[config.mk]
export PLATFORM = sky130hd
export DESIGN_NAME = pbmux_port_b_mux
export DESIGN_NICKNAME = d
export VERILOG_FILES = /design/src/shared/pbmux_pkg.sv /design/src/rtl/pbmux_sync.sv /design/src/rtl/pbmux_port_b_mux.sv
export SDC_FILE = /design/constraint.sdc
export NUM_CORES = 1
export LEC_CHECK = 0
export BUFFER_PORTS_ARGS = -buffer_cell sky130_fd_sc_hd__buf_2
export CELL_PAD_IN_SITES_DETAIL_PLACEMENT = 1
export CELL_PAD_IN_SITES_GLOBAL_PLACEMENT = 1
export CORE_MARGIN = 8
export CORE_UTILIZATION = 31
export DETAILED_ROUTE_END_ITERATION = 8
export PLACE_DENSITY = 0.89
export SKIP_CTS_REPAIR_TIMING = 1
export SLEW_MARGIN = 20
export SYNTH_ARGS = -nofsm -noshare
export SYNTH_HDL_FRONTEND = slang
export SYNTH_HIERARCHICAL = 1
export SYNTH_SLANG_ARGS = --single-unit
[constraint.sdc]
create_clock -name core_clk_i -period 2.2 [get_ports core_clk_i]
set_clock_uncertainty 0.05 [all_clocks]
set_input_delay 0.55 -clock core_clk_i [delete_from_list [all_inputs] [get_ports core_clk_i]]
set_output_delay 0.55 -clock core_clk_i [all_outputs]
set_load 0.005 [all_outputs]
[src/shared/pbmux_pkg.sv]
package pbmux_pkg;
	localparam int NUM_BITS = 8;
	localparam int BIT_CHIP_OSC_OUT = 7;
	localparam int BIT_CHIP_OSC_IN = 6;
	localparam int BIT_SCK = 5;
	localparam int BIT_MISO = 4;
	localparam int BIT_MOSI = 3;
	localparam int BIT_SEL = 2;
	localparam int BIT_TIMER1_COMPARE_A_OUT = 1;
	localparam int FIRST_MUXED_BIT = 1;
	localparam logic [7:0] PORT_RESET = 8'h00;
	localparam logic [7:0] DIR_RESET = 8'h00;
	localparam logic [1:0] SYNC_RESET = 2'h0;
	// pull-up pattern {dir, out, global disable}
	localparam logic [2:0] PULLUP_PATTERN = 3'h2;
	typedef enum logic [1:0]
	{
		PBMUX_CLK_INT_RC = 2'h0,
		PBMUX_CLK_CRYSTAL = 2'h1,
		PBMUX_CLK_EXTERNAL = 2'h2
	} pbmux_clk_src_t;
endpackage

[src/rtl/pbmux_sync.sv]
`timescale 1ns/1ps
module pbmux_sync
(
	input wire logic core_clk_i,
	input wire logic rst_b_i,
	input wire logic async_i,
	output logic sync_o
);
	logic [1:0] stage_q;

	always_ff @(posedge core_clk_i)
	begin
		if (!rst_b_i)
		begin
			stage_q <= pbmux_pkg::SYNC_RESET;
		end
		else
		begin
			stage_q <= {stage_q[0], async_i};
		end
	end

	assign sync_o = stage_q[1];
endmodule

[src/rtl/pbmux_port_b_mux.sv]
`timescale 1ns/1ps
module pbmux_port_b_mux
#(
	parameter int WIDTH = pbmux_pkg::NUM_BITS
)
(
	input wire logic core_clk_i,
	input wire logic rst_b_i,
	input wire logic [1:0] clk_src_i,
	input wire logic async_timer_select_i,
	input wire logic external_clock_select_i,
	input wire logic global_pullup_disable_i,
	input wire logic dir_we_i,
	input wire logic [WIDTH-1:0] dir_wdata_i,
	input wire logic out_we_i,
	input wire logic [WIDTH-1:0] out_wdata_i,
	output logic [WIDTH-1:0] dir_rdata_o,
	output logic [WIDTH-1:0] out_rdata_o,
	output logic [WIDTH-1:0] in_rdata_o,
	input wire logic spi_enable_i,
	input wire logic spi_master_i,
	input wire logic spi_sck_out_i,
	input wire logic spi_slave_out_i,
	input wire logic spi_master_out_i,
	output logic spi_sck_in_o,
	output logic spi_master_in_o,
	output logic spi_slave_in_o,
	output logic spi_slave_active_o,
	input wire logic timer2_compare_a_en_i,
	input wire logic timer2_compare_a_out_i,
	input wire logic timer1_compare_b_en_i,
	input wire logic timer1_compare_b_out_i,
	input wire logic timer1_compare_a_en_i,
	input wire logic timer1_compare_a_out_i,
	output logic [WIDTH-1:0] pin_change_src_o,
	output logic chip_osc_output_pin_o,
	output logic chip_osc_input_pin_o,
	output logic timer_osc_output_pin_o,
	output logic timer_osc_input_pin_o,
	input wire logic [WIDTH-1:0] pad_i,
	output logic [WIDTH-1:0] pad_o,
	output logic [WIDTH-1:0] pad_oe_o,
	output logic [WIDTH-1:0] pad_pullup_o
);
	logic [WIDTH-1:0] dir_q;
	logic [WIDTH-1:0] out_q;
	logic [WIDTH-1:0] pad_sync;
	logic int_rc;
	logic bit7_clock;
	logic bit6_clock;
	logic timer_osc_ok;
	logic spi_slave;
	logic spi_mstr;
	logic [WIDTH-1:0] clock_mask;
	logic [WIDTH-1:0] direction_override_enable;
	logic [WIDTH-1:0] direction_override_value;
	logic [WIDTH-1:0] value_override_enable;
	logic [WIDTH-1:0] value_override_value;
	logic [WIDTH-1:0] pullup_override_enable;
	logic [WIDTH-1:0] puov;
	logic [WIDTH-1:0] drive_en;
	logic [WIDTH-1:0] direction_override_enable_spi;
	logic [WIDTH-1:0] value_override_enable_raw;
	logic [WIDTH-1:0] value_override_value_raw;
	logic [WIDTH-1:0] pullup_override_enable_raw;
	logic [WIDTH-1:0] puov_raw;

	function automatic logic pick(input logic sel, input logic ov, input logic reg_v);
		pick = sel ? ov : reg_v;
	endfunction

	// crystal source decode, shared by the bit 7 role and its flag
	function automatic logic is_crystal(input logic [1:0] src);
		is_crystal = (src == pbmux_pkg::PBMUX_CLK_CRYSTAL);
	endfunction

	always_ff @(posedge core_clk_i)
	begin
		if (!rst_b_i)
		begin
			dir_q <= pbmux_pkg::DIR_RESET;
		end
		else if (dir_we_i)
		begin
			dir_q <= dir_wdata_i;
		end
	end

	always_ff @(posedge core_clk_i)
	begin
		if (!rst_b_i)
		begin
			out_q <= pbmux_pkg::PORT_RESET;
		end
		else if (out_we_i)
		begin
			out_q <= out_wdata_i;
		end
	end

	genvar g;
	generate
		for (g = 0; g < WIDTH; g++)
		begin : g_sync
			pbmux_sync u_sync
			(
				.core_clk_i(core_clk_i),
				.rst_b_i(rst_b_i),
				.async_i(pad_i[g]),
				.sync_o(pad_sync[g])
			);
		end
	endgenerate

	assign int_rc = (clk_src_i == pbmux_pkg::PBMUX_CLK_INT_RC);
	// timer oscillator needs internal RC chip clock and async timer
	assign timer_osc_ok = int_rc && async_timer_select_i;
	// bit 7: crystal output for crystal source only, or timer osc out
	assign bit7_clock = is_crystal(clk_src_i)
		|| (timer_osc_ok && !external_clock_select_i);
	// bit 6: chip clock input for any non-RC source, or timer osc input
	assign bit6_clock = !int_rc || timer_osc_ok;
	assign spi_slave = spi_enable_i && !spi_master_i;
	assign spi_mstr = spi_enable_i && spi_master_i;

	always_comb
	begin
		clock_mask = '0;
		clock_mask[pbmux_pkg::BIT_CHIP_OSC_OUT] = bit7_clock;
		clock_mask[pbmux_pkg::BIT_CHIP_OSC_IN] = bit6_clock;
	end

	// direction overrides: SPI forces its input pins
	always_comb
	begin
		direction_override_enable_spi = '0;
		direction_override_enable_spi[pbmux_pkg::BIT_SCK] = spi_slave;
		direction_override_enable_spi[pbmux_pkg::BIT_MISO] = spi_mstr;
		direction_override_enable_spi[pbmux_pkg::BIT_MOSI] = spi_slave;
		direction_override_enable_spi[pbmux_pkg::BIT_SEL] = spi_slave;
	end

	// value overrides from SPI and the timers
	always_comb
	begin
		value_override_enable_raw = '0;
		value_override_value_raw = '0;
		value_override_enable_raw[pbmux_pkg::BIT_SCK] = spi_mstr;
		value_override_value_raw[pbmux_pkg::BIT_SCK] = spi_sck_out_i;
		value_override_enable_raw[pbmux_pkg::BIT_MISO] = spi_slave;
		value_override_value_raw[pbmux_pkg::BIT_MISO] = spi_slave_out_i;
		// compare outputs only reach the pad when direction is output
		value_override_enable_raw[pbmux_pkg::BIT_MOSI] = spi_mstr || timer2_compare_a_en_i;
		value_override_value_raw[pbmux_pkg::BIT_MOSI] = spi_mstr ? spi_master_out_i : timer2_compare_a_out_i;
		value_override_enable_raw[pbmux_pkg::BIT_SEL] = timer1_compare_b_en_i;
		value_override_value_raw[pbmux_pkg::BIT_SEL] = timer1_compare_b_out_i;
		value_override_enable_raw[pbmux_pkg::BIT_TIMER1_COMPARE_A_OUT] = timer1_compare_a_en_i;
		value_override_value_raw[pbmux_pkg::BIT_TIMER1_COMPARE_A_OUT] = timer1_compare_a_out_i;
	end

	// forced inputs keep output-bit pull-up unless globally disabled
	always_comb
	begin
		pullup_override_enable_raw = '0;
		pullup_override_enable_raw[pbmux_pkg::BIT_SCK] = spi_slave;
		pullup_override_enable_raw[pbmux_pkg::BIT_MISO] = spi_mstr;
		pullup_override_enable_raw[pbmux_pkg::BIT_MOSI] = spi_slave;
		pullup_override_enable_raw[pbmux_pkg::BIT_SEL] = spi_slave;
		puov_raw = out_q & {WIDTH{!global_pullup_disable_i}};
	end

	// oscillator roles win over everything else
	always_comb
	begin
		direction_override_enable = direction_override_enable_spi | clock_mask;
		direction_override_value = '0;
		value_override_enable = value_override_enable_raw & ~clock_mask;
		value_override_value = value_override_value_raw;
		pullup_override_enable = pullup_override_enable_raw | clock_mask;
		puov = puov_raw & ~clock_mask;
	end

	generate
		for (g = 0; g < WIDTH; g++)
		begin : g_pin
			// driver from direction override or direction bit
			assign drive_en[g] = pick(direction_override_enable[g], direction_override_value[g], dir_q[g]);
			// pad value from value override or output bit
			assign pad_o[g] = drive_en[g] && pick(value_override_enable[g], value_override_value[g], out_q[g]);
			assign pad_oe_o[g] = drive_en[g];
			// pull-up pattern when not overridden
			assign pad_pullup_o[g] = pullup_override_enable[g] ? puov[g]
				: ({dir_q[g], out_q[g], global_pullup_disable_i} == pbmux_pkg::PULLUP_PATTERN);
		end
	endgenerate

	// clock pins read back as zero
	assign dir_rdata_o = dir_q & ~clock_mask;
	assign out_rdata_o = out_q & ~clock_mask;
	assign in_rdata_o = pad_sync & ~clock_mask;
	// bits 7..1 feed pin-change sources; clock pins do not
	assign pin_change_src_o = {pad_sync[WIDTH-1:pbmux_pkg::FIRST_MUXED_BIT] &
		~clock_mask[WIDTH-1:pbmux_pkg::FIRST_MUXED_BIT], 1'b0};

	assign spi_sck_in_o = pad_sync[pbmux_pkg::BIT_SCK];
	assign spi_master_in_o = pad_sync[pbmux_pkg::BIT_MISO];
	assign spi_slave_in_o = pad_sync[pbmux_pkg::BIT_MOSI];
	// slave only active while select held low
	assign spi_slave_active_o = spi_slave && !pad_sync[pbmux_pkg::BIT_SEL];

	assign chip_osc_output_pin_o = is_crystal(clk_src_i);
	assign chip_osc_input_pin_o = !int_rc;
	assign timer_osc_output_pin_o = timer_osc_ok && !external_clock_select_i;
	assign timer_osc_input_pin_o = timer_osc_ok;
endmodule

## After elaboration in Yosys (flattened, before gate mapping)

Index checks and enable logic that the tools add are counted.

| word-level totals | value |
|---|---|
| register bits after elaboration | 32 |
| input port bits | 44 |
| output and inout bits | 64 |

| cells by class | value |
|---|---|
| equality and inequality tests | 9 |
| reduce and logical (&&, ||, !) cells | 22 |
| muxes and demuxes | 25 |
| bitwise operators | 10 |

Operators with widths:

| kind | number |
|---|---|
| $and 8x8->8 | 5 |
| $mux 1 | 25 |
| $eq 3x2->1 const B | 8 |
| $logic_and 1x1->1 | 13 |
| $and 6x8->8 | 1 |
| $not 8->8 | 1 |
| $or 6x8->8 | 1 |
| $and 7x7->7 | 1 |
| $not 7->7 | 1 |
| $logic_not 1->1 | 5 |
| $logic_or 1x1->1 | 3 |
| $eq 2x1->1 const B | 1 |
| $logic_not 2->1 | 1 |

## Logic depth before layout (Yosys ltp)

| depth | value |
|---|---|
| depth after elaboration | 8 |
| mapped depth | 4 |
| gate-level depth less buffers | 3 |

## Modules after synthesis

Netlist, hierarchy kept.

By module, submodules not included:

| module | cells an instance | instances | area each (um^2) | seq. area each (um^2) |
|---|---|---|---|---|
| pbmux_port_b_mux | 130 | 1 | 1156.1 | 320.3 |
| pbmux_sync | 4 | 8 | 52.6 | 40.0 |

## Worst setup path before layout

No wires, ideal clock.

| path | value |
|---|---|
| path type | input -> output |
| start point | input port async_timer_select_i |
| end point | output port pad_oe_o[7] |
| data required time | 1.600 ns |
| path slack | 0.467 ns |
| path buffers | 1 |
| stages on the path | 4 |
| arrival time | 1.133 ns |
| path through | nor2b_1 o21bai_1 and2_1 buf_4 |

| on the way | value |
|---|---|
| word-level cells in the longest chain between the ends | 5 |

RTL lines:

| what | RTL line | text |
|---|---|---|
| start, declared | pbmux_port_b_mux.sv:10 | `input wire logic async_timer_select_i,` |
| $logic_and 1x1->1 | pbmux_port_b_mux.sv:117 | `assign timer_osc_ok = int_rc && async_timer_select_i;` |
| $logic_and 1x1->1 | pbmux_port_b_mux.sv:120 | `\|\| (timer_osc_ok && !external_clock_select_i);` |
| $logic_or 1x1->1 | pbmux_port_b_mux.sv:120 |  |
| $or 6x8->8 | pbmux_port_b_mux.sv:175 | `direction_override_enable = direction_override_enable_spi \| clock_mask;` |
| $mux 1 | pbmux_port_b_mux.sv:69 | `pick = sel ? ov : reg_v;` |
| end, declared | pbmux_port_b_mux.sv:42 | `output logic [WIDTH-1:0] pad_oe_o,` |

No other way between the ends.

## Worst setup path in the final report

| path | value |
|---|---|
| start point | input port clk_src_i[0] |
| end point | output port pad_pullup_o[6] |

| on the way | value |
|---|---|
| word-level cells in the longest chain between the ends | 6 |
| elaborated cells on any way between the ends | 8 |

RTL lines:

| what | RTL line | text |
|---|---|---|
| start, declared | pbmux_port_b_mux.sv:9 | `input wire logic [1:0] clk_src_i,` |
| $logic_not 2->1 (*) | pbmux_port_b_mux.sv:115 | `assign int_rc = (clk_src_i == pbmux_pkg::PBMUX_CLK_INT_RC);` |
| $logic_not 1->1 / $logic_and 1x1->1 (equally long branches) | pbmux_port_b_mux.sv:122, pbmux_port_b_mux.sv:117 |  |
| $logic_or 1x1->1 (*) | pbmux_port_b_mux.sv:122 | `assign bit6_clock = !int_rc \|\| timer_osc_ok;` |
| $not 8->8 | pbmux_port_b_mux.sv:180 | `puov = puov_raw & ~clock_mask;` |
| $and 8x8->8 | pbmux_port_b_mux.sv:180 |  |
| $mux 1 (*) | pbmux_port_b_mux.sv:192 | `assign pad_pullup_o[g] = pullup_override_enable[g] ? puov[g]` |
| end, declared | pbmux_port_b_mux.sv:43 | `output logic [WIDTH-1:0] pad_pullup_o` |

Every way passes the cells marked *; elsewhere a longest branch is shown, timed or not.

==> results by group <==
Timing
  • Setup TNS: 0 ns
  • RSZ-0062 raised after global routing: false
  • Number of hold violations in the final report: 0
  • # setup viols final: 0
  • Final Slew Violations: 0
  • Final worst path period share: 0.903
  • Highest clock frequency the design can meet: 503 MHz
  • Clock period minus final worst setup slack: 1.99 ns
  • Worst setup slack after layout: 0.212 ns

Critical path
  • Kind of capture point of the worst setup path: output pin
  • Worst path bufs/invs: 2
  • Cell Chain, Critical Path: buf_2 -> nor3_2 -> and2_1 -> nor3b_2 -> buf_2
  • Top Family by Delay on Critical Path: simple AND/OR/NAND/NOR gates
  • Crit Path Class: in -> out
  • Crit path largest cell delay: 0.28 ns
  • Arr. time, crit path: 1.39 ns
  • Highest net fanout along the worst path: 4
  • Critical Path RT: 1.60 ns
  • Worst path slowest cell: sky130_fd_sc_hd__nor3_2
  • Critical path's most frequent cell: sky130_fd_sc_hd__buf_2
  • Startpoint type of the worst setup path: primary input

Floorplan
  • Floorplan die area: 0.00762 mm^2
  • Effective utilization at floorplan: 0.315
  • Placeable core region: 0.00501 mm^2
  • Die outline height: 87.3 um
  • Count of boundary I/O pins: 108
  • Width of the chip: 87.3 um
  • FP Rows: 26

Final layout
  • Post-layout util: 0.409
  • Final non-filler cell area: 0.00205 mm^2
  • Number of antenna diodes: 0
  • Synth-to-layout area growth: 29.9%
  • Combined area of the multi-input logic cells: 682 um^2
  • Most common cell after layout, fill and taps aside: sky130_fd_sc_hd__buf_2
  • Sequential cell area in the final layout: 641 um^2
  • Fillcell total: 649
  • Fraction of final layout cells sized beyond drive strength 1: 0.506
  • Layout Nets: 285
  • Commonest non-fill, non-tap cells in the layout: 106 x sky130_fd_sc_hd__buf_2, 32 x sky130_fd_sc_hd__dfxtp_1, 25 x sky130_fd_sc_hd__and2_1, 20 x sky130_fd_sc_hd__nor2b_1, 19 x sky130_fd_sc_hd__mux2i_1

Logic synthesis
  • Total of flip-flops plus latches after synthesis: 32
  • Multiplexer area fraction after synthesis: 0.121
  • Post-synthesis adder-cell area fraction: 0
  • Compound-cell area share of the yosys netlist: 0.0214
  • Largest area contributor in the netlist: sky130_fd_sc_hd__dfxtp_1
  • Total of warnings raised by yosys: 6
  • Fraction of the yosys area taken by sequential cells: 0.406
  • Syn Nets: 206
  • Main combinational cell family by area after synthesis: simple AND/OR/NAND/NOR gates
  • Syn avg cell area: 9.73 um^2
  • Post-Synthesis Cells: 162
  • Top cell type's share of synthesized area: 0.406
  • Post-synthesis simple-gate area fraction: 0.288
  • Number of distinct library cells after synthesis: 24
  • Synthesized area: 0.00158 mm^2
  • Synth Area in XOR/XNOR: 0
  • Cell types with the largest area share after synthesis: sky130_fd_sc_hd__dfxtp_1 41%, sky130_fd_sc_hd__buf_4 14%, sky130_fd_sc_hd__mux2i_1 12%

Global routing
  • Largest net degree at the start of global routing: 33
  • Sum of overflow across all layers after global routing: 0
  • Vias in the first global route: 1461
  • Antenna violations before repair: 0
  • Overall Global Routing Usage: 0.124
  • First-pass GRT wire length: 7370 um

Pwr
  • Total Power: 1300 uW
  • Worst VDD drop: 0.381 mV
  • Leakage dissipation: 0.00112 uW
  • Power density over cell area: 635 mW/mm^2

Place
  • Placed wire-length estimate after detailed placement: 3830 um
  • Post-DP Area: 0.00195 mm^2
  • Pre-CTS setup slack: 0.198 ns
  • I/O Buffers: 106
  • Global placer's final weighted congestion: 0.732

Route
  • Routed length per instance: 15.1 um
  • DR DRC count: 0
  • Highest layer used for signal routing: met4
  • Wire length on met3: 542 um
  • DRT antenna net count: 0
  • First drt pass iteration count: 3
  • Met2 routed wirelength: 2330 um
  • Average vias per placed instance: 4.23
  • Total wire length: 4690 um
  • Number of DRC markers after the initial detailed-route iteration: 26
  • Count of vias placed by the detailed router: 1315
  • Routed length on met1: 1810 um

Clock tree
  • Clock tree root driver cell: sky130_fd_sc_hd__clkbuf_8
  • H-tree level count: 2
  • Clock Tree Buf Depth: 2
  • CTS tree: built
  • Clock transition at path regs: 0.06 ns
  • Source-to-sink clock delay at the later pin of the worst-skew pair: 0.27 ns
  • Clock sinks: 32
  • Clock buffer count from CTS: 5

Run status
  • Run status: complete, no violations

Worst hold path
  • Hold WC Path Type: reg -> reg

Job
  • Number of max-cap violations: 0
[stage by stage]
stage	std cells	hold WS (ns)
finish	311	0.385
CTS	311	0.388
global placement	304	0.366
global route	311	0.396
floorplan	162	0.362
detailed placement	304	0.373
[layout make-up]
class | instances | area share
Clock buffer | 7 | 0.0470
Inverter | 3 | 0.00550
Multi-Input combinational cell | 93 | 0.333
Sequential cell | 32 | 0.313
Tap cell | 70 | 0.0428
Timing Repair Buffer | 106 | 0.259
[state kept, by name, indices dropped and copies added, names as in the netlist]
name and count:
g_sync.u_sync/stage_q 16, dir_q 8, out_q 8
[cell families after synthesis]
family / count (synthesis)
AOI/OAI and AO/OA: 5
buffers and inverters: 37
DFF: 32
muxes: 19
other: 1
and+or+nand+nor: 68
[routing by layer]
| layer | vias up | GRT usage |
|---|---|---|
| li1 | 644 | - |
| met1 | 604 | 0.123 |
| met2 | 65 | 0.220 |
| met4 | 0 | 0.0281 |
| met5 | - | 0 |
| met3 | 2 | 0.0660 |
[cell usage after synthesis (all sizes together)]
library cell	count
clkbuf	2
or2	1
o22ai	1
o21bai	1
nor3	3
nor2b	20
nand2b	2
mux2i	19
inv	3
and2	28
nand3	2
and3	3
a21boi	2
nor2	3
conb	1
nor3b	6
o21ai	1
buf	32
dfxtp	32
[final timing paths]
| check | start | end | slack (ns) | cells past startpoint |
|---|---|---|---|---|
| max | clk_src_i[0] | pad_pullup_o[6] | 0.21 | 5 |
| min | g_sync[1].u_sync/stage_q[0] | g_sync[1].u_sync/stage_q[1] | 0.38 | 1 |
| max reg2reg | out_q[3] | out_q[3] | 1.49 | 2 |
| min reg2reg | g_sync[1].u_sync/stage_q[0] | g_sync[1].u_sync/stage_q[1] | 0.38 | 1 |
[where the power goes]
part | leakage, uW | switching [uW] | internal, uW
sequential | 0.000265 | 19.6 | 611
combinational | 0.000809 | 84.8 | 103
clock | 0.0000503 | 204 | 278
Power figures use the tool's default switching activity.
